File: src/hdl/exp_trig_pkg.sv
// exposure trigger control: shared constants, register map and types
// assumes a 20 MHz system clock and a 32-bit classic wishbone slave port
package exp_trig_pkg;

	localparam int unsigned CLK_HZ        = 20_000_000;
	localparam int unsigned US_PER_S      = 1_000_000;
	localparam int unsigned CYC_PER_US    = CLK_HZ / US_PER_S;

	localparam logic [31:0] SHUTTER_MIN_US = 32'h0000_0004;
	localparam logic [31:0] SHUTTER_MAX_US = 32'h0393_8700;

	// register byte offsets
	localparam logic [7:0] OFS_CTRL    = 8'h00;
	localparam logic [7:0] OFS_SHUTTER = 8'h04;
	localparam logic [7:0] OFS_OFFSET  = 8'h08;
	localparam logic [7:0] OFS_DELAY   = 8'h0C;
	localparam logic [7:0] OFS_CMD     = 8'h10;
	localparam logic [7:0] OFS_STATUS  = 8'h14;
	localparam logic [7:0] OFS_FRPER   = 8'h18;
	localparam logic [7:0] OFS_READOUT = 8'h1C;

	// control and command register fields
	localparam int unsigned CTRL_TRIG_ON   = 0;
	localparam int unsigned CTRL_FALLING   = 1;
	localparam int unsigned CTRL_PULSE     = 2;
	localparam int unsigned CTRL_SRC_LSB   = 4;
	localparam int unsigned CTRL_DLY_SRC   = 7;
	localparam int unsigned CMD_RUN        = 0;
	localparam int unsigned CMD_HALT       = 1;
	localparam int unsigned CMD_SOFT_TRIG  = 2;

	localparam logic [31:0] CTRL_RESET     = 32'h0000_0000;
	localparam logic [31:0] SHUTTER_RESET  = 32'h0000_2710;
	localparam logic [31:0] FRPER_RESET    = 32'h0000_C350;
	localparam logic [31:0] READOUT_RESET  = 32'h0000_03E8;
	localparam logic [31:0] BAD_ADDR_DATA  = 32'h0000_0000;

	typedef enum logic [2:0]
	{
		SRC_SOFTWARE = 3'b000,
		SRC_USER_OUT = 3'b001,
		SRC_LINK     = 3'b010,
		SRC_DELAY    = 3'b011,
		SRC_LINE     = 3'b100
	} trig_src_t;

	typedef enum logic [1:0]
	{
		EXP_WAIT  = 2'b00,
		EXP_TIMED = 2'b01,
		EXP_PULSE = 2'b10
	} exp_state_t;

	typedef struct packed
	{
		logic        cyc;
		logic        stb;
		logic        we;
		logic [3:0]  sel;
		logic [7:0]  adr;
		logic [31:0] dat;
	} wb_req_t;

	typedef struct packed
	{
		logic        ack;
		logic [31:0] dat;
	} wb_rsp_t;

endpackage

File: src/hdl/exposure_trigger_control.sv
// exposure trigger control: start source selection, edge detect, delay,
// duration timing, overlap with readout and the shutter-open output
// assumes synchronous inputs on clk_i and a classic wishbone master
//
// Added by the designer: register access over Wishbone and the register addresses.
`timescale 1ns/1ps
`default_nettype none

module exposure_trigger_control
(
	input  wire logic                     clk_i,
	input  wire logic                     rst_i,
	input  wire exp_trig_pkg::wb_req_t    wb_req_i,
	output var  exp_trig_pkg::wb_rsp_t    wb_rsp_o,
	input  wire logic                     hardware_input_line_i,
	input  wire logic                     host_link_strobe_i,
	input  wire logic                     user_driven_output_bit_i,
	output logic                          shutter_open_o,
	output logic                          readout_busy_o,
	output logic                          frame_start_o
);
	import exp_trig_pkg::*;

	logic [31:0] ctrl_reg;
	logic [31:0] shutter_reg;
	logic [31:0] offset_reg;
	logic [31:0] delay_reg;
	logic [31:0] frper_reg;
	logic [31:0] readout_reg;
	logic        running_reg;
	logic        soft_trig_reg;
	logic        ack_reg;
	logic [31:0] rdat_reg;
	logic [31:0] frames_reg;

	logic [2:0]  line_sync_reg;
	logic [2:0]  link_sync_reg;
	logic [2:0]  user_sync_reg;

	logic        dly_busy_reg;
	logic [31:0] dly_us_reg;
	logic [4:0]  dly_div_reg;
	logic        dly_fire_reg;

	exp_state_t  state_reg;
	logic [31:0] exp_us_reg;
	logic [4:0]  exp_div_reg;
	logic [31:0] ro_cnt_reg;
	logic [31:0] fr_cnt_reg;

	trig_src_t   src;
	logic        trig_on;
	logic        falling;
	logic        pulse_sel;
	logic        sel_level;
	logic        sel_prev;
	logic        start_pulse;
	logic        end_pulse;
	logic        wr_en;
	logic        us_tick;
	logic        dly_tick;
	logic        free_start;
	logic        line_edge;
	logic        exp_end;
	logic [31:0] shutter_clamped;

	function automatic logic edge_hit(input logic cur, input logic prev, input logic fall);
		edge_hit = fall ? (prev & ~cur) : (cur & ~prev);
	endfunction

	function automatic logic [31:0] merge_sel(input logic [31:0] old, input logic [31:0] nw,
		input logic [3:0] sel);
		for (int i = 0; i < 4; i++)
		begin
			merge_sel[i*8 +: 8] = sel[i] ? nw[i*8 +: 8] : old[i*8 +: 8];
		end
	endfunction

	assign trig_on   = ctrl_reg[CTRL_TRIG_ON];
	assign falling   = ctrl_reg[CTRL_FALLING];
	assign src       = trig_src_t'(ctrl_reg[CTRL_SRC_LSB +: 3]);
	// pulse mode only when the source is an outside trigger
	assign pulse_sel = trig_on && ctrl_reg[CTRL_PULSE]
		&& (src == SRC_LINK || src == SRC_LINE);
	assign wr_en     = wb_req_i.cyc && wb_req_i.stb && wb_req_i.we && !ack_reg;
	assign us_tick   = (exp_div_reg == 5'(CYC_PER_US - 1));
	assign dly_tick  = (dly_div_reg == 5'(CYC_PER_US - 1));

	assign shutter_clamped = (shutter_reg < SHUTTER_MIN_US) ? SHUTTER_MIN_US :
		(shutter_reg > SHUTTER_MAX_US) ? SHUTTER_MAX_US : shutter_reg;

	// synchronisers; stage one feeds only stage two
	always_ff @(posedge clk_i)
	begin
		if (rst_i)
		begin
			line_sync_reg <= 3'b000;
			link_sync_reg <= 3'b000;
			user_sync_reg <= 3'b000;
		end
		else
		begin
			line_sync_reg <= {line_sync_reg[1:0], hardware_input_line_i};
			link_sync_reg <= {link_sync_reg[1:0], host_link_strobe_i};
			user_sync_reg <= {user_sync_reg[1:0], user_driven_output_bit_i};
		end
	end

	always_comb
	begin
		case (src)
			SRC_LINE:     {sel_level, sel_prev} = {line_sync_reg[1], line_sync_reg[2]};
			SRC_LINK:     {sel_level, sel_prev} = {link_sync_reg[1], link_sync_reg[2]};
			SRC_USER_OUT: {sel_level, sel_prev} = {user_sync_reg[1], user_sync_reg[2]};
			default:      {sel_level, sel_prev} = 2'b00;
		endcase
	end

	assign line_edge  = edge_hit(line_sync_reg[1], line_sync_reg[2], falling);
	assign free_start = !trig_on && running_reg && (fr_cnt_reg == 32'h0000_0000);

	always_comb
	begin
		case (src)
			SRC_SOFTWARE: start_pulse = soft_trig_reg;
			SRC_DELAY:    start_pulse = dly_fire_reg;
			default:      start_pulse = edge_hit(sel_level, sel_prev, falling);
		endcase
		if (!trig_on)
			start_pulse = free_start;
		else if (!running_reg)
			start_pulse = 1'b0;
	end

	// pulse end is the opposite edge of the start edge
	assign end_pulse = edge_hit(sel_level, sel_prev, !falling);
	assign exp_end   = (state_reg == EXP_TIMED && us_tick && exp_us_reg <= 32'h0000_0001)
		|| (state_reg == EXP_PULSE && !trig_on)
		|| (state_reg == EXP_PULSE && end_pulse && offset_reg == 32'h0000_0000);

	// delay counter armed by a line edge, counts microseconds
	always_ff @(posedge clk_i)
	begin
		if (rst_i)
		begin
			dly_busy_reg <= 1'b0;
			dly_us_reg   <= 32'h0000_0000;
			dly_div_reg  <= 5'h00;
			dly_fire_reg <= 1'b0;
		end
		else
		begin
			dly_fire_reg <= 1'b0;
			if (!dly_busy_reg)
			begin
				dly_div_reg <= 5'h00;
				if (ctrl_reg[CTRL_DLY_SRC] && running_reg && line_edge)
				begin
					dly_us_reg   <= delay_reg;
					dly_fire_reg <= (delay_reg == 32'h0000_0000);
					dly_busy_reg <= (delay_reg != 32'h0000_0000);
				end
			end
			else
			begin
				dly_div_reg <= dly_tick ? 5'h00 : dly_div_reg + 5'h01;
				if (dly_tick)
				begin
					dly_us_reg <= dly_us_reg - 32'h0000_0001;
					if (dly_us_reg == 32'h0000_0001)
					begin
						dly_busy_reg <= 1'b0;
						dly_fire_reg <= 1'b1;
					end
				end
			end
		end
	end

	// exposure sequencer
	always_ff @(posedge clk_i)
	begin
		if (rst_i)
		begin
			state_reg   <= EXP_WAIT;
			exp_us_reg  <= 32'h0000_0000;
			exp_div_reg <= 5'h00;
		end
		else
		begin
			case (state_reg)
				EXP_WAIT:
				begin
					exp_div_reg <= 5'h00;
					if (start_pulse)
					begin
						exp_us_reg <= shutter_clamped + offset_reg;
						state_reg  <= pulse_sel ? EXP_PULSE : EXP_TIMED;
					end
				end
				EXP_TIMED:
				begin
					// further starts are not looked at here
					exp_div_reg <= us_tick ? 5'h00 : exp_div_reg + 5'h01;
					if (us_tick)
					begin
						exp_us_reg <= exp_us_reg - 32'h0000_0001;
						if (exp_us_reg <= 32'h0000_0001)
						begin
							state_reg <= EXP_WAIT;
						end
					end
				end
				EXP_PULSE:
				begin
					// no cap on length; the offset runs on after the closing edge
					if (exp_end)
					begin
						state_reg <= EXP_WAIT;
					end
					else if (end_pulse)
					begin
						exp_us_reg <= offset_reg;
						state_reg  <= EXP_TIMED;
					end
				end
				default: state_reg <= EXP_WAIT;
			endcase
		end
	end

	assign shutter_open_o = (state_reg != EXP_WAIT);
	assign frame_start_o  = (state_reg == EXP_WAIT) && start_pulse;

	// readout model and free-run period; readout restarts at exposure end
	always_ff @(posedge clk_i)
	begin
		if (rst_i)
		begin
			ro_cnt_reg <= 32'h0000_0000;
			fr_cnt_reg <= 32'h0000_0000;
			frames_reg <= 32'h0000_0000;
		end
		else
		begin
			if (shutter_open_o && !exp_end)
			begin
				ro_cnt_reg <= ro_cnt_reg - ((ro_cnt_reg != 0) ? 32'h0000_0001 : 32'h0000_0000);
			end
			else if (shutter_open_o)
			begin
				ro_cnt_reg <= readout_reg;
				frames_reg <= frames_reg + 32'h0000_0001;
			end
			else if (ro_cnt_reg != 32'h0000_0000)
			begin
				ro_cnt_reg <= ro_cnt_reg - 32'h0000_0001;
			end
			fr_cnt_reg <= (!running_reg || trig_on || fr_cnt_reg == 32'h0000_0000)
				? ((running_reg && !trig_on) ? frper_reg : 32'h0000_0000)
				: fr_cnt_reg - 32'h0000_0001;
		end
	end

	assign readout_busy_o = (ro_cnt_reg != 32'h0000_0000);

	// register file
	always_ff @(posedge clk_i)
	begin
		if (rst_i)
		begin
			ctrl_reg    <= CTRL_RESET;
			shutter_reg <= SHUTTER_RESET;
			offset_reg  <= 32'h0000_0000;
			delay_reg   <= 32'h0000_0000;
			frper_reg   <= FRPER_RESET;
			readout_reg <= READOUT_RESET;
		end
		else if (wr_en)
		begin
			case (wb_req_i.adr)
				OFS_CTRL:    ctrl_reg    <= merge_sel(ctrl_reg, wb_req_i.dat, wb_req_i.sel);
				OFS_SHUTTER: shutter_reg <= merge_sel(shutter_reg, wb_req_i.dat, wb_req_i.sel);
				OFS_OFFSET:  offset_reg  <= merge_sel(offset_reg, wb_req_i.dat, wb_req_i.sel);
				OFS_DELAY:   delay_reg   <= merge_sel(delay_reg, wb_req_i.dat, wb_req_i.sel);
				OFS_FRPER:   frper_reg   <= merge_sel(frper_reg, wb_req_i.dat, wb_req_i.sel);
				OFS_READOUT: readout_reg <= merge_sel(readout_reg, wb_req_i.dat, wb_req_i.sel);
				default:     ctrl_reg    <= ctrl_reg;
			endcase
		end
	end

	// commands: run and halt, one-cycle software trigger
	always_ff @(posedge clk_i)
	begin
		if (rst_i)
		begin
			running_reg   <= 1'b0;
			soft_trig_reg <= 1'b0;
		end
		else
		begin
			soft_trig_reg <= 1'b0;
			if (wr_en && wb_req_i.adr == OFS_CMD && wb_req_i.sel[0])
			begin
				if (wb_req_i.dat[CMD_HALT])
					running_reg <= 1'b0;
				else if (wb_req_i.dat[CMD_RUN])
					running_reg <= 1'b1;
				soft_trig_reg <= wb_req_i.dat[CMD_SOFT_TRIG];
			end
		end
	end

	// bus answer: registered ack the cycle after the request, ack dropped the cycle after
	always_ff @(posedge clk_i)
	begin
		if (rst_i)
		begin
			ack_reg  <= 1'b0;
			rdat_reg <= 32'h0000_0000;
		end
		else
		begin
			ack_reg <= wb_req_i.cyc && wb_req_i.stb && !ack_reg;
			case (wb_req_i.adr)
				OFS_CTRL:    rdat_reg <= ctrl_reg;
				OFS_SHUTTER: rdat_reg <= shutter_reg;
				OFS_OFFSET:  rdat_reg <= offset_reg;
				OFS_DELAY:   rdat_reg <= delay_reg;
				OFS_STATUS:  rdat_reg <= {frames_reg[23:0], 3'b000, dly_busy_reg,
					readout_busy_o, running_reg, state_reg};
				OFS_FRPER:   rdat_reg <= frper_reg;
				OFS_READOUT: rdat_reg <= readout_reg;
				default:     rdat_reg <= BAD_ADDR_DATA;
			endcase
		end
	end

	assign wb_rsp_o.ack = ack_reg;
	assign wb_rsp_o.dat = rdat_reg;

endmodule

`default_nettype wire

File: config.mk
export PLATFORM = sky130hd
export DESIGN_NAME = exposure_trigger_control
export DESIGN_NICKNAME = d
export VERILOG_FILES = /design/src/hdl/exp_trig_pkg.sv /design/src/hdl/exposure_trigger_control.sv
export SDC_FILE = /design/constraint.sdc
export NUM_CORES = 1
export LEC_CHECK = 0
export BUFFER_PORTS_ARGS = -buffer_cell sky130_fd_sc_hd__buf_2
export CAP_MARGIN = 20
export CORE_ASPECT_RATIO = 1.2
export CORE_UTILIZATION = 55
export CTS_CLUSTER_SIZE = 24
export DETAILED_ROUTE_END_ITERATION = 8
export PLACE_DENSITY = 0.76
export SETUP_SLACK_MARGIN = 0.4
export SLEW_MARGIN = 20
export SYNTH_ARGS = -nofsm -noshare
export SYNTH_HDL_FRONTEND = slang
export SYNTH_SLANG_ARGS = --single-unit
File: constraint.sdc
create_clock -name clk_i -period 5.4 [get_ports clk_i]
set_input_delay 1.08 -clock clk_i [delete_from_list [all_inputs] [get_ports clk_i]]
set_output_delay 1.08 -clock clk_i [all_outputs]
set_load 0.005 [all_outputs]
Word level (Yosys, flattened, before mapping)
Cells that the tools add are included.

word-level totals
  register bits after elaboration = 410
  latch bits = 0
  RAM bits = 0
  ROM bits = 0
  input port bits = 52
  word-level logic and storage cells = 204
  memories = 0

cells by class
  add/subtract/negate cells = 9
  multipliers = 0
  div/mod/pow operators = 0
  order comparisons = 3
  eq/ne operators = 23
  shift operators = 0
  mux-type cells = 44
  bitwise logic cells = 11
  reductions and logical operators = 73

operator list
  kind                     count
  $mux W32                 14
  $pmux W32 S7             1
  $sub A32 B1 Y32 const B  4
  $logic_not A32 Y1        3
  $pmux W32 S3             1
  $reduce_and A3 Y1        24
  $reduce_bool A32 Y1      2
  $add A32 B1 Y32 const B  1
  $add A32 B32 Y32         1
  $eq A32 B1 Y1 const B    1
  $eq A8 B5 Y1 const B     4
  $gt A32 B26 Y1 const B   1
  $le A32 B1 Y1 const B    1
  $lt A32 B3 Y1 const B    1
  $sub A32 B1 Y32          1
  $logic_and A1 B1 Y1      19
  $eq A8 B4 Y1 const B     2
  $mux W1                  16
  $mux W2                  6
  $add A5 B1 Y5 const B    2
  $eq A5 B5 Y1 const B     2
  $pmux W5 S2              1
  $eq A8 B3 Y1 const B     1
  $logic_not A8 Y1         1
  25 further kinds         53

Depth between registers and ports, before layout
Gate-level depths: netlist of run 1.

  depth after elaboration = 12
  gate-level depth with buffers = 18
  depth with buffers taken out = 18

Least setup slack after synthesis of run 1
No wires, ideal clock.

  path type = flip-flop to flip-flop
  start point = register shutter_reg[7]
  end point = register exp_us_reg[28]
  arrival time = 3934 ps
  required time = 5283 ps
  path slack = 1348 ps
  cell stages (with the launch flop) = 18
  buffers on the path = 1
  path through = dfxtp_1 nor4_1 nand3_1 a21boi_0 o21ai_0 a211o_1 a41oi_1 clkbuf_1 a21o_1 ha_1 a21o_1 a21oi_1 o211ai_1 a21oi_1 o31ai_1 o41ai_1 mux2i_1 a32o_1

on the way
  cells in the longest elaborated chain, start to end = 6

ends and longest elaborated chain
  item                    RTL line                         text
  from (decl)             exposure_trigger_control.sv:25   logic [31:0] shutter_reg;
  from (signal assigned)  exposure_trigger_control.sv:283  OFS_SHUTTER: shutter_reg <= merge_sel(shutter_reg, wb_req_i.dat, wb_req_i.sel);
  $gt A32 B26 Y1          exposure_trigger_control.sv:90   (shutter_reg > SHUTTER_MAX_US) ? SHUTTER_MAX_US : shutter_reg;
  $mux W32                exposure_trigger_control.sv:90
  $mux W32 *              exposure_trigger_control.sv:89   assign shutter_clamped = (shutter_reg < SHUTTER_MIN_US) ? SHUTTER_MIN_US :
  $add A32 B32 Y32 *      exposure_trigger_control.sv:197  exp_us_reg <= shutter_clamped + offset_reg;
  $mux W32 *              exposure_trigger_control.sv:195  if (start_pulse)
  $pmux W32 S3 *          exposure_trigger_control.sv:191  case (state_reg)
  to (signal assigned)    exposure_trigger_control.sv:197
  to (signal assigned)    exposure_trigger_control.sv:207  exp_us_reg <= exp_us_reg - 32'h0000_0001;
  to (signal assigned)    exposure_trigger_control.sv:223  exp_us_reg <= offset_reg;
  to (decl)               exposure_trigger_control.sv:46   logic [31:0] exp_us_reg;

Every way passes the cells marked *; elsewhere a longest branch is shown, timed or not. The select of a mux whose other input is x is not followed.
A chain may end at the register's enable or synchronous reset.

Worst setup path after layout of run 1
  start point = register shutter_reg[7]
  end point = register exp_us_reg[23]

Same word-level chain as after synthesis.

==> results of run 1 <==
==> worst max path at each step <==
stage	from	to	slack [ns]	cells past startpoint
3_5_place_dp	shutter_reg[7]	exp_us_reg[28]	0.55	18
5_1_grt	shutter_reg[7]	exp_us_reg[29]	0.36	17
2_1_floorplan	shutter_reg[7]	exp_us_reg[28]	1.35	17
4_1_cts	shutter_reg[7]	exp_us_reg[28]	0.52	18
3_3_place_gp	shutter_reg[7]	exp_us_reg[29]	0.52	18
6_report	shutter_reg[7]	exp_us_reg[23]	0.63	18
==> report_power, final <==
part	internal, mW	switching, mW	total, mW
clock	1.63	1.28	2.91
combinational	0.702	1.09	1.80
sequential	3.09	0.158	3.25
==> what timing repair did <==
item                                    in CTS  in global routing
hold buffers                                 0                  0
gates resized for setup                      0                  8
endpoints found under the setup margin       0                 14
==> logic make-up (layout without fill, tap and decap cells) <==
group	count (synthesis)	count (layout)	share of synthesized area, %
compound gates	767	767	23.18
xor+xnor	111	111	4.519
fa+ha+maj	47	47	2.769
buf+inv	235	247	4.269
flops	402	402	37.41
mux	35	35	1.652
other cells	1	7	0.01743
simple gates	1188	1188	26.19
==> layout make-up <==
type / instances / area [sq um] / share of cell area (%)
multi-input combinational: 2153 / 12650 / 53.50
sequential: 402 / 8049 / 34.03
clock buffer: 52 / 1119 / 4.729
timing repair buffer: 122 / 749.5 / 3.169
tap: 526 / 658.1 / 2.782
clock inverter: 24 / 235.2 / 0.9945
inverter: 49 / 183.9 / 0.7776
antenna: 2 / 5.005 / 0.02116
==> metal layers <==
layer	part of all wire [%]	wire, um	up-vias	GRT usage, %
met5	0.085	63	-	0
met4	5.2	3841	4	17.96
met3	11	8446	243	8.382
met2	45	32900	1254	56.95
met1	39	28640	10260	46.86
li1	-	-	10110	-
==> critical path, delay by kind of cell (launching register included) <==
kind | cells | cell delay [ns]
AOI/OAI and AO/OA | 10 | 2.32
and+or+nand+nor | 5 | 1.16
muxes | 1 | 0.36
DFF | 1 | 0.34
adders and majority gates | 1 | 0.27
buffers and inverters | 1 | 0.22
==> layout by cell type (no fill, tap or decap), types with 58 or more instances in the layout <==
| cell type | synthesis | layout |
|---|---|---|
| sky130_fd_sc_hd__a21oi_1 | 292 | 289 |
| sky130_fd_sc_hd__a22oi_1 | 71 | 71 |
| sky130_fd_sc_hd__buf_2 | 8 | 86 |
| sky130_fd_sc_hd__dfxtp_1 | 402 | 401 |
| sky130_fd_sc_hd__nand2_1 | 384 | 384 |
| sky130_fd_sc_hd__nand3_1 | 212 | 212 |
| sky130_fd_sc_hd__nor2_1 | 245 | 238 |
| sky130_fd_sc_hd__nor3_1 | 75 | 74 |
| sky130_fd_sc_hd__o21ai_0 | 96 | 96 |
| sky130_fd_sc_hd__xnor2_1 | 58 | 58 |
==> metrics.txt, run 1 <==
# TYPE chip_impl_metric gauge
chip_impl_metric{name="ys_async_sr_fraction",unit="%"} 0
chip_impl_info{name="status",value="completed"} 1
chip_impl_metric{name="ir_drop",unit="uV"} 253.1
chip_impl_metric{name="grt_pass1_vias",unit=""} 20050
chip_impl_info{name="hp-start",value="user_sync_reg[0]"} 1
chip_impl_info{name="yosys-top-cells-area",value="sky130_fd_sc_hd__dfxtp_1 (37%), sky130_fd_sc_hd__a21oi_1 (6.8%), sky130_fd_sc_hd__nand2_1 (6.7%)"} 1
chip_impl_metric{name="fin_hold_ws",unit="ns"} 0.4345
chip_impl_metric{name="layout-drive-gt1-share",unit="%"} 9.101
chip_impl_metric{name="final_util",unit="%"} 61.20
chip_impl_metric{name="synthesized_area_per_cell",unit="sq um"} 7.721
chip_impl_metric{name="register_bit_total_from_synthesis",unit=""} 402
chip_impl_metric{name="critical_path_peak_fanout",unit=""} 22
chip_impl_metric{name="overall_via_count_from_detail_route",unit=""} 21870
chip_impl_info{name="clock-root-buffer",value="sky130_fd_sc_hd__clkbuf_16"} 1
chip_impl_metric{name="number_of_nets_in_the_final_layout",unit=""} 2869
chip_impl_info{name="synth_top_flop_cell",value="sky130_fd_sc_hd__dfxtp_1"} 1
chip_impl_info{name="cp-end-kind",value="flip-flop"} 1
chip_impl_metric{name="first_pass_grt_wire_length",unit="mm"} 113.7
chip_impl_metric{name="cts_num_sinks",unit=""} 402
chip_impl_metric{name="hold_violations",unit=""} 0
chip_impl_metric{name="final_period_minus_worst_setup_slack",unit="ns"} 4.765
chip_impl_metric{name="number_of_antenna_violations_at_the_first_check_in_global_routing",unit=""} 3
chip_impl_metric{name="worst_path_arrival_time",unit="ns"} 5.24
chip_impl_metric{name="mappedNetlistArea",unit="sq um"} 21510
chip_impl_metric{name="worstPathRequired",unit="ns"} 5.87
chip_impl_metric{name="worst_skew_pair.late_latency",unit="ns"} 0.57
chip_impl_metric{name="setup_tns",unit="ns"} 0
chip_impl_metric{name="timing_worst_slew_pin_value",unit="ns"} 1.150
chip_impl_metric{name="cts_clock_pin_slew_for_the_worst_setup_and_hold_paths",unit="ns"} 0.06
chip_impl_metric{name="achievable-frequency",unit="MHz"} 209.9
chip_impl_metric{name="dp.cells",unit=""} 3252
chip_impl_metric{name="routed_wl",unit="mm"} 73.89
chip_impl_metric{name="dpl_cell_area",unit="sq um"} 22260
chip_impl_metric{name="floorplan.die_area",unit="sq um"} 39910
chip_impl_metric{name="final_cycle_utilization_of_the_critical_path",unit="%"} 88.24
chip_impl_metric{name="fill_cells",unit=""} 3438
chip_impl_info{name="tritoncts",value="done"} 1
chip_impl_info{name="leading_cell_type_by_number_of_instances_after_synthesis",value="sky130_fd_sc_hd__dfxtp_1"} 1
chip_impl_info{name="hp-class",value="reg -> reg"} 1
chip_impl_metric{name="synth_sequential_area_ratio",unit="%"} 37.41
chip_impl_metric{name="final_antenna_net_count",unit=""} 0
chip_impl_metric{name="cts.repair_timing.setup_buffer_count",unit=""} 0
chip_impl_metric{name="global_route.usage.total",unit="%"} 36.34
chip_impl_metric{name="die_w",unit="um"} 182.5
chip_impl_metric{name="htree_num_levels",unit=""} 2
chip_impl_metric{name="fin_worst_skew",unit="ns"} 0.02400
chip_impl_metric{name="drt_pass1_iterations",unit=""} 7
chip_impl_info{name="regToRegStartpoint",value="shutter_reg[7]"} 1
chip_impl_info{name="min_to",value="user_sync_reg[1]"} 1
chip_impl_metric{name="placement.io_buffers",unit=""} 87
chip_impl_metric{name="setup_ws",unit="ns"} 0.6349
chip_impl_metric{name="post_synth_inst_count",unit=""} 2786
chip_impl_metric{name="layoutNonFillerInstCount",unit=""} 3330
chip_impl_metric{name="dieHeight",unit="um"} 218.6
chip_impl_metric{name="synth_edf_count",unit=""} 0
chip_impl_metric{name="placeableCoreArea",unit="sq um"} 38650
chip_impl_info{name="unrepaired_setup_endpoints_after_global_routing",value="yes"} 1
chip_impl_info{name="reg2reg_to",value="exp_us_reg[23]"} 1
chip_impl_metric{name="drt-wirelength-per-cell",unit="um"} 22.19
chip_impl_info{name="synth_top_cell_by_area",value="sky130_fd_sc_hd__dfxtp_1"} 1
chip_impl_info{name="crit_chain",value="nor4_2 -> nand3_1 -> a21boi_0 -> o21ai_0 -> a211o_1 -> a41oi_1 -> buf_6 -> nor2b_1 -> and2_1 -> ha_1 -> a211oi_2 -> o21ai_0 -> and4_1 -> o211ai_1 -> a21oi_1 -> a21boi_0 -> mux2_2 -> o32ai_1"} 1
chip_impl_metric{name="final_max_slew_viol_count",unit=""} 0
chip_impl_metric{name="place_congestion",unit=""} 0.9719
chip_impl_metric{name="max-slew-margin-rel",unit="%"} 23.10
chip_impl_metric{name="drt-vias-per-instance",unit=""} 6.569
chip_impl_metric{name="synth.yosys.warnings",unit=""} 0
chip_impl_metric{name="maxCapViolCount",unit=""} 0
chip_impl_metric{name="cts_buffer_depth",unit=""} 3
chip_impl_metric{name="ff2ff_path_depth",unit=""} 18
chip_impl_metric{name="dp_worst_setup_slack",unit="ns"} 0.5455
chip_impl_info{name="timing_worst_setup_path_type",value="reg -> reg"} 1
chip_impl_metric{name="power_density",unit="nW/um^2"} 336.4
chip_impl_metric{name="drt_drc_violations_left",unit=""} 0
chip_impl_info{name="max_stage_delay_cell_worst_path",value="sky130_fd_sc_hd__nor4_2"} 1
chip_impl_metric{name="floorplan.initialDensity",unit="%"} 55.66
chip_impl_metric{name="total_power",unit="mW"} 7.956
chip_impl_info{name="critPathLaunchType",value="flip-flop"} 1
chip_impl_metric{name="cts-buffers-inserted",unit=""} 42
chip_impl_metric{name="floorplan.io_pins",unit=""} 88
chip_impl_metric{name="yosys.cell_types.count",unit=""} 86
chip_impl_metric{name="areaGrowthSynthToFinish",unit="%"} 9.952
chip_impl_metric{name="setup_viol",unit=""} 0
chip_impl_metric{name="fp-row-count",unit=""} 79
chip_impl_metric{name="final_design_area_no_fill",unit="sq um"} 23650
chip_impl_metric{name="timing.reg2reg.setup_slack",unit="ns"} 0.63
chip_impl_metric{name="globalRouteOverflowTotal",unit=""} 0
chip_impl_metric{name="critPathMaxStageDelay",unit="ns"} 0.36
chip_impl_metric{name="dp_hpwl",unit="mm"} 52.44
chip_impl_metric{name="power.static_leakage",unit="nW"} 8.649
chip_impl_metric{name="drt-initial-drc-count",unit=""} 2523
chip_impl_metric{name="min_path_cells",unit=""} 1
chip_impl_metric{name="netlist.area_leader.share",unit="%"} 37.41
chip_impl_metric{name="grt_max_degree",unit=""} 108
chip_impl_info{name="synth_common_cells",value="sky130_fd_sc_hd__dfxtp_1 (402), sky130_fd_sc_hd__nand2_1 (384), sky130_fd_sc_hd__a21oi_1 (292)"} 1
(Power assumes the default switching activity.)
==> run 2, diff against run 1 <==
--- a/config.mk
+++ b/config.mk
@@ -9,6 +9,7 @@
 export CAP_MARGIN = 20
 export CORE_ASPECT_RATIO = 1.2
 export CORE_UTILIZATION = 55
+export CTS_BUF_LIST = sky130_fd_sc_hd__clkbuf_16
 export CTS_CLUSTER_SIZE = 24
 export DETAILED_ROUTE_END_ITERATION = 8
 export PLACE_DENSITY = 0.76
==> run 2 against run 1 <==
The flow now finishes with violations (DRC). Flip-flop and latch count stayed put. Clock skew shrank 0.0034 ns. Hold slack hardly changed. Cell count is the same. First-iteration DRC count is 6.2% higher. Total power down 0.59%. Critical endpoint is now exp_us_reg[29]. Register-to-register slack improved by 0.02 ns. Largest power group unchanged. Sequential share of layout area about the same. Highest routed layer unchanged. Non-clock buffer count did not move.
==> metrics.txt, run 2 (synthesis results as in run 1) <==
# TYPE chip_impl_metric gauge
chip_impl_info{name="status",value="complete, but fails checks"} 1
chip_impl_info{name="violations",value="DRC"} 1
chip_impl_metric{name="placeableCoreArea",unit="sq um"} 38650
chip_impl_metric{name="final_period_minus_worst_setup_slack",unit="ns"} 4.749
chip_impl_metric{name="final_max_slew_viol_count",unit=""} 0
chip_impl_metric{name="fp-row-count",unit=""} 79
chip_impl_metric{name="cts-buffers-inserted",unit=""} 42
chip_impl_metric{name="floorplan.initialDensity",unit="%"} 55.66
chip_impl_info{name="clock-root-buffer",value="sky130_fd_sc_hd__clkbuf_16"} 1
chip_impl_metric{name="dp_hpwl",unit="mm"} 52.44
chip_impl_metric{name="timing.reg2reg.setup_slack",unit="ns"} 0.65
chip_impl_metric{name="number_of_nets_in_the_final_layout",unit=""} 2869
chip_impl_metric{name="drt-wirelength-per-cell",unit="um"} 22.21
chip_impl_metric{name="overall_via_count_from_detail_route",unit=""} 21940
chip_impl_metric{name="routed_wl",unit="mm"} 73.97
chip_impl_metric{name="setup_tns",unit="ns"} 0
chip_impl_metric{name="dieHeight",unit="um"} 218.6
chip_impl_metric{name="placement.io_buffers",unit=""} 87
chip_impl_info{name="critPathLaunchType",value="flip-flop"} 1
chip_impl_metric{name="drt_pass1_iterations",unit=""} 9
chip_impl_metric{name="drt_drc_violations_left",unit=""} 1
chip_impl_metric{name="fill_cells",unit=""} 3448
chip_impl_metric{name="grt_max_degree",unit=""} 108
chip_impl_info{name="unrepaired_setup_endpoints_after_global_routing",value="yes"} 1
chip_impl_info{name="timing_worst_setup_path_type",value="reg -> reg"} 1
chip_impl_metric{name="achievable-frequency",unit="MHz"} 210.6
chip_impl_info{name="hp-class",value="reg -> reg"} 1
chip_impl_metric{name="max-slew-margin-rel",unit="%"} 24.81
chip_impl_metric{name="layout-drive-gt1-share",unit="%"} 8.994
chip_impl_info{name="commonest_non_fill_non_tap_cells_in_the_layout",value="sky130_fd_sc_hd__dfxtp_1 (401), sky130_fd_sc_hd__nand2_1 (384), sky130_fd_sc_hd__a21oi_1 (289), sky130_fd_sc_hd__nor2_1 (238), sky130_fd_sc_hd__nand3_1 (212)"} 1
chip_impl_metric{name="final_antenna_net_count",unit=""} 0
chip_impl_metric{name="die_w",unit="um"} 182.5
chip_impl_metric{name="final_util",unit="%"} 61.12
chip_impl_metric{name="fin_worst_skew",unit="ns"} 0.02060
chip_impl_metric{name="htree_num_levels",unit=""} 2
chip_impl_metric{name="worst_path_arrival_time",unit="ns"} 5.21
chip_impl_metric{name="global_route.usage.total",unit="%"} 36.34
chip_impl_metric{name="floorplan.io_pins",unit=""} 88
chip_impl_metric{name="cts_buffer_depth",unit=""} 3
chip_impl_info{name="tritoncts",value="done"} 1
chip_impl_metric{name="areaGrowthSynthToFinish",unit="%"} 9.812
chip_impl_metric{name="final_cycle_utilization_of_the_critical_path",unit="%"} 87.95
chip_impl_metric{name="cts.hold.buffers_added",unit=""} 0
chip_impl_metric{name="total_power",unit="mW"} 7.908
chip_impl_info{name="cp-end-kind",value="flip-flop"} 1
chip_impl_metric{name="cts_num_sinks",unit=""} 402
chip_impl_metric{name="worst_skew_pair.late_latency",unit="ns"} 0.57
chip_impl_metric{name="place_congestion",unit=""} 0.9719
chip_impl_metric{name="globalRouteOverflowTotal",unit=""} 0
chip_impl_info{name="layout_commonest_cell",value="sky130_fd_sc_hd__dfxtp_1"} 1
chip_impl_metric{name="maxCapViolCount",unit=""} 0
chip_impl_metric{name="dp.cells",unit=""} 3252
chip_impl_metric{name="power_density",unit="nW/um^2"} 334.8
chip_impl_metric{name="drt-initial-drc-count",unit=""} 2679
chip_impl_metric{name="setup_viol",unit=""} 0
chip_impl_metric{name="layoutNonFillerInstCount",unit=""} 3330
chip_impl_metric{name="critical_path_peak_fanout",unit=""} 22
chip_impl_metric{name="worstPathRequired",unit="ns"} 5.87
chip_impl_metric{name="drt-vias-per-instance",unit=""} 6.589
chip_impl_metric{name="cts_clock_pin_slew_for_the_worst_setup_and_hold_paths",unit="ns"} 0.07
chip_impl_metric{name="timing_worst_slew_pin_value",unit="ns"} 1.124
chip_impl_metric{name="number_of_antenna_violations_at_the_first_check_in_global_routing",unit=""} 3
chip_impl_metric{name="hold_violations",unit=""} 0
chip_impl_metric{name="floorplan.die_area",unit="sq um"} 39910
chip_impl_metric{name="power.static_leakage",unit="nW"} 8.661
chip_impl_metric{name="first_pass_grt_wire_length",unit="mm"} 113.7
chip_impl_metric{name="ir_drop",unit="uV"} 252.5
chip_impl_metric{name="grt_pass1_vias",unit=""} 20050
[run 2: cell types whose count changed in the layout (fill, tap and decap cells not counted)]
cell | before | now
sky130_fd_sc_hd__clkbuf_8 | 3 | 0
sky130_fd_sc_hd__inv_1 | 46 | 53
sky130_fd_sc_hd__clkinv_1 | 1 | 4
sky130_fd_sc_hd__clkbuf_1 | 7 | 0
[run 2: final timing paths]
check | from | depth (start not counted) | end
worst max register to register | shutter_reg[7] | 18 | exp_us_reg[29]
worst min-delay path | user_sync_reg[0] | 1 | user_sync_reg[1]
worst min register to register | user_sync_reg[0] | 1 | user_sync_reg[1]
worst max-delay path | shutter_reg[7] | 18 | exp_us_reg[29]
[run 2: through the flow]
stage	hold slack [ns]	worst slack [ns]	cell area (sq um)
CTS	0.4375	0.5161	23580
global placement	0.4223	0.5182	22260
detailed placement	0.4231	0.5455	22260
global route	0.4606	0.3568	23620
finish	0.4346	0.6507	23620
floorplan	0.4138	1.348	21530
[run 2: layout make-up]
class                           instances  area, sq um  share of cell area (%)
Antenna cell                            2        5.005                 0.02119
Clock buffer                           42         1051                   4.449
Clock inverter                         34        272.8                   1.155
Inverter                               49        183.9                  0.7786
Multi-Input combinational cell       2153        12650                   53.56
Sequential cell                       402         8049                   34.07
Tap cell                              526        658.1                   2.786
Timing Repair Buffer                  122        749.5                   3.173
[run 2: routing by layer]
metal	track usage [%]	routed length, um
met3	8.382	8529
met5	0	63
met1	46.82	28660
met2	57.01	32680
met4	17.93	4036
[run 2: report_power, final]
part	leakage, nW	internal [mW]	switching (mW)
Combinational	4.75	0.702	1.10
Sequential	3.25	3.09	0.159
Clock	0.663	1.57	1.29
Total	8.66	5.36	2.54
[run 2: timing repair]
item	in CTS	in global routing
endpoints found under the setup margin	0	14
endpoints found under the hold margin	0	0
gates resized for setup	0	8
buffers inserted	0	0
[run 2: worst max-delay path, stage by stage (launching register included)]
cell	delay, ns
sky130_fd_sc_hd__dfxtp_1	0.34
sky130_fd_sc_hd__nor4_2	0.36
sky130_fd_sc_hd__nand3_1	0.16
sky130_fd_sc_hd__a21boi_0	0.27
sky130_fd_sc_hd__o21ai_0	0.13
sky130_fd_sc_hd__a211o_1	0.30
sky130_fd_sc_hd__a41oi_1	0.26
sky130_fd_sc_hd__buf_6	0.21
sky130_fd_sc_hd__nor2b_1	0.18
sky130_fd_sc_hd__and2_1	0.19
sky130_fd_sc_hd__ha_1	0.27
sky130_fd_sc_hd__a211oi_2	0.25
sky130_fd_sc_hd__o21ai_0	0.22
sky130_fd_sc_hd__and4_1	0.28
sky130_fd_sc_hd__o211ai_1	0.34
sky130_fd_sc_hd__a211oi_2	0.18
sky130_fd_sc_hd__a2111oi_1	0.38
sky130_fd_sc_hd__a21oi_1	0.08
sky130_fd_sc_hd__a31o_2	0.24
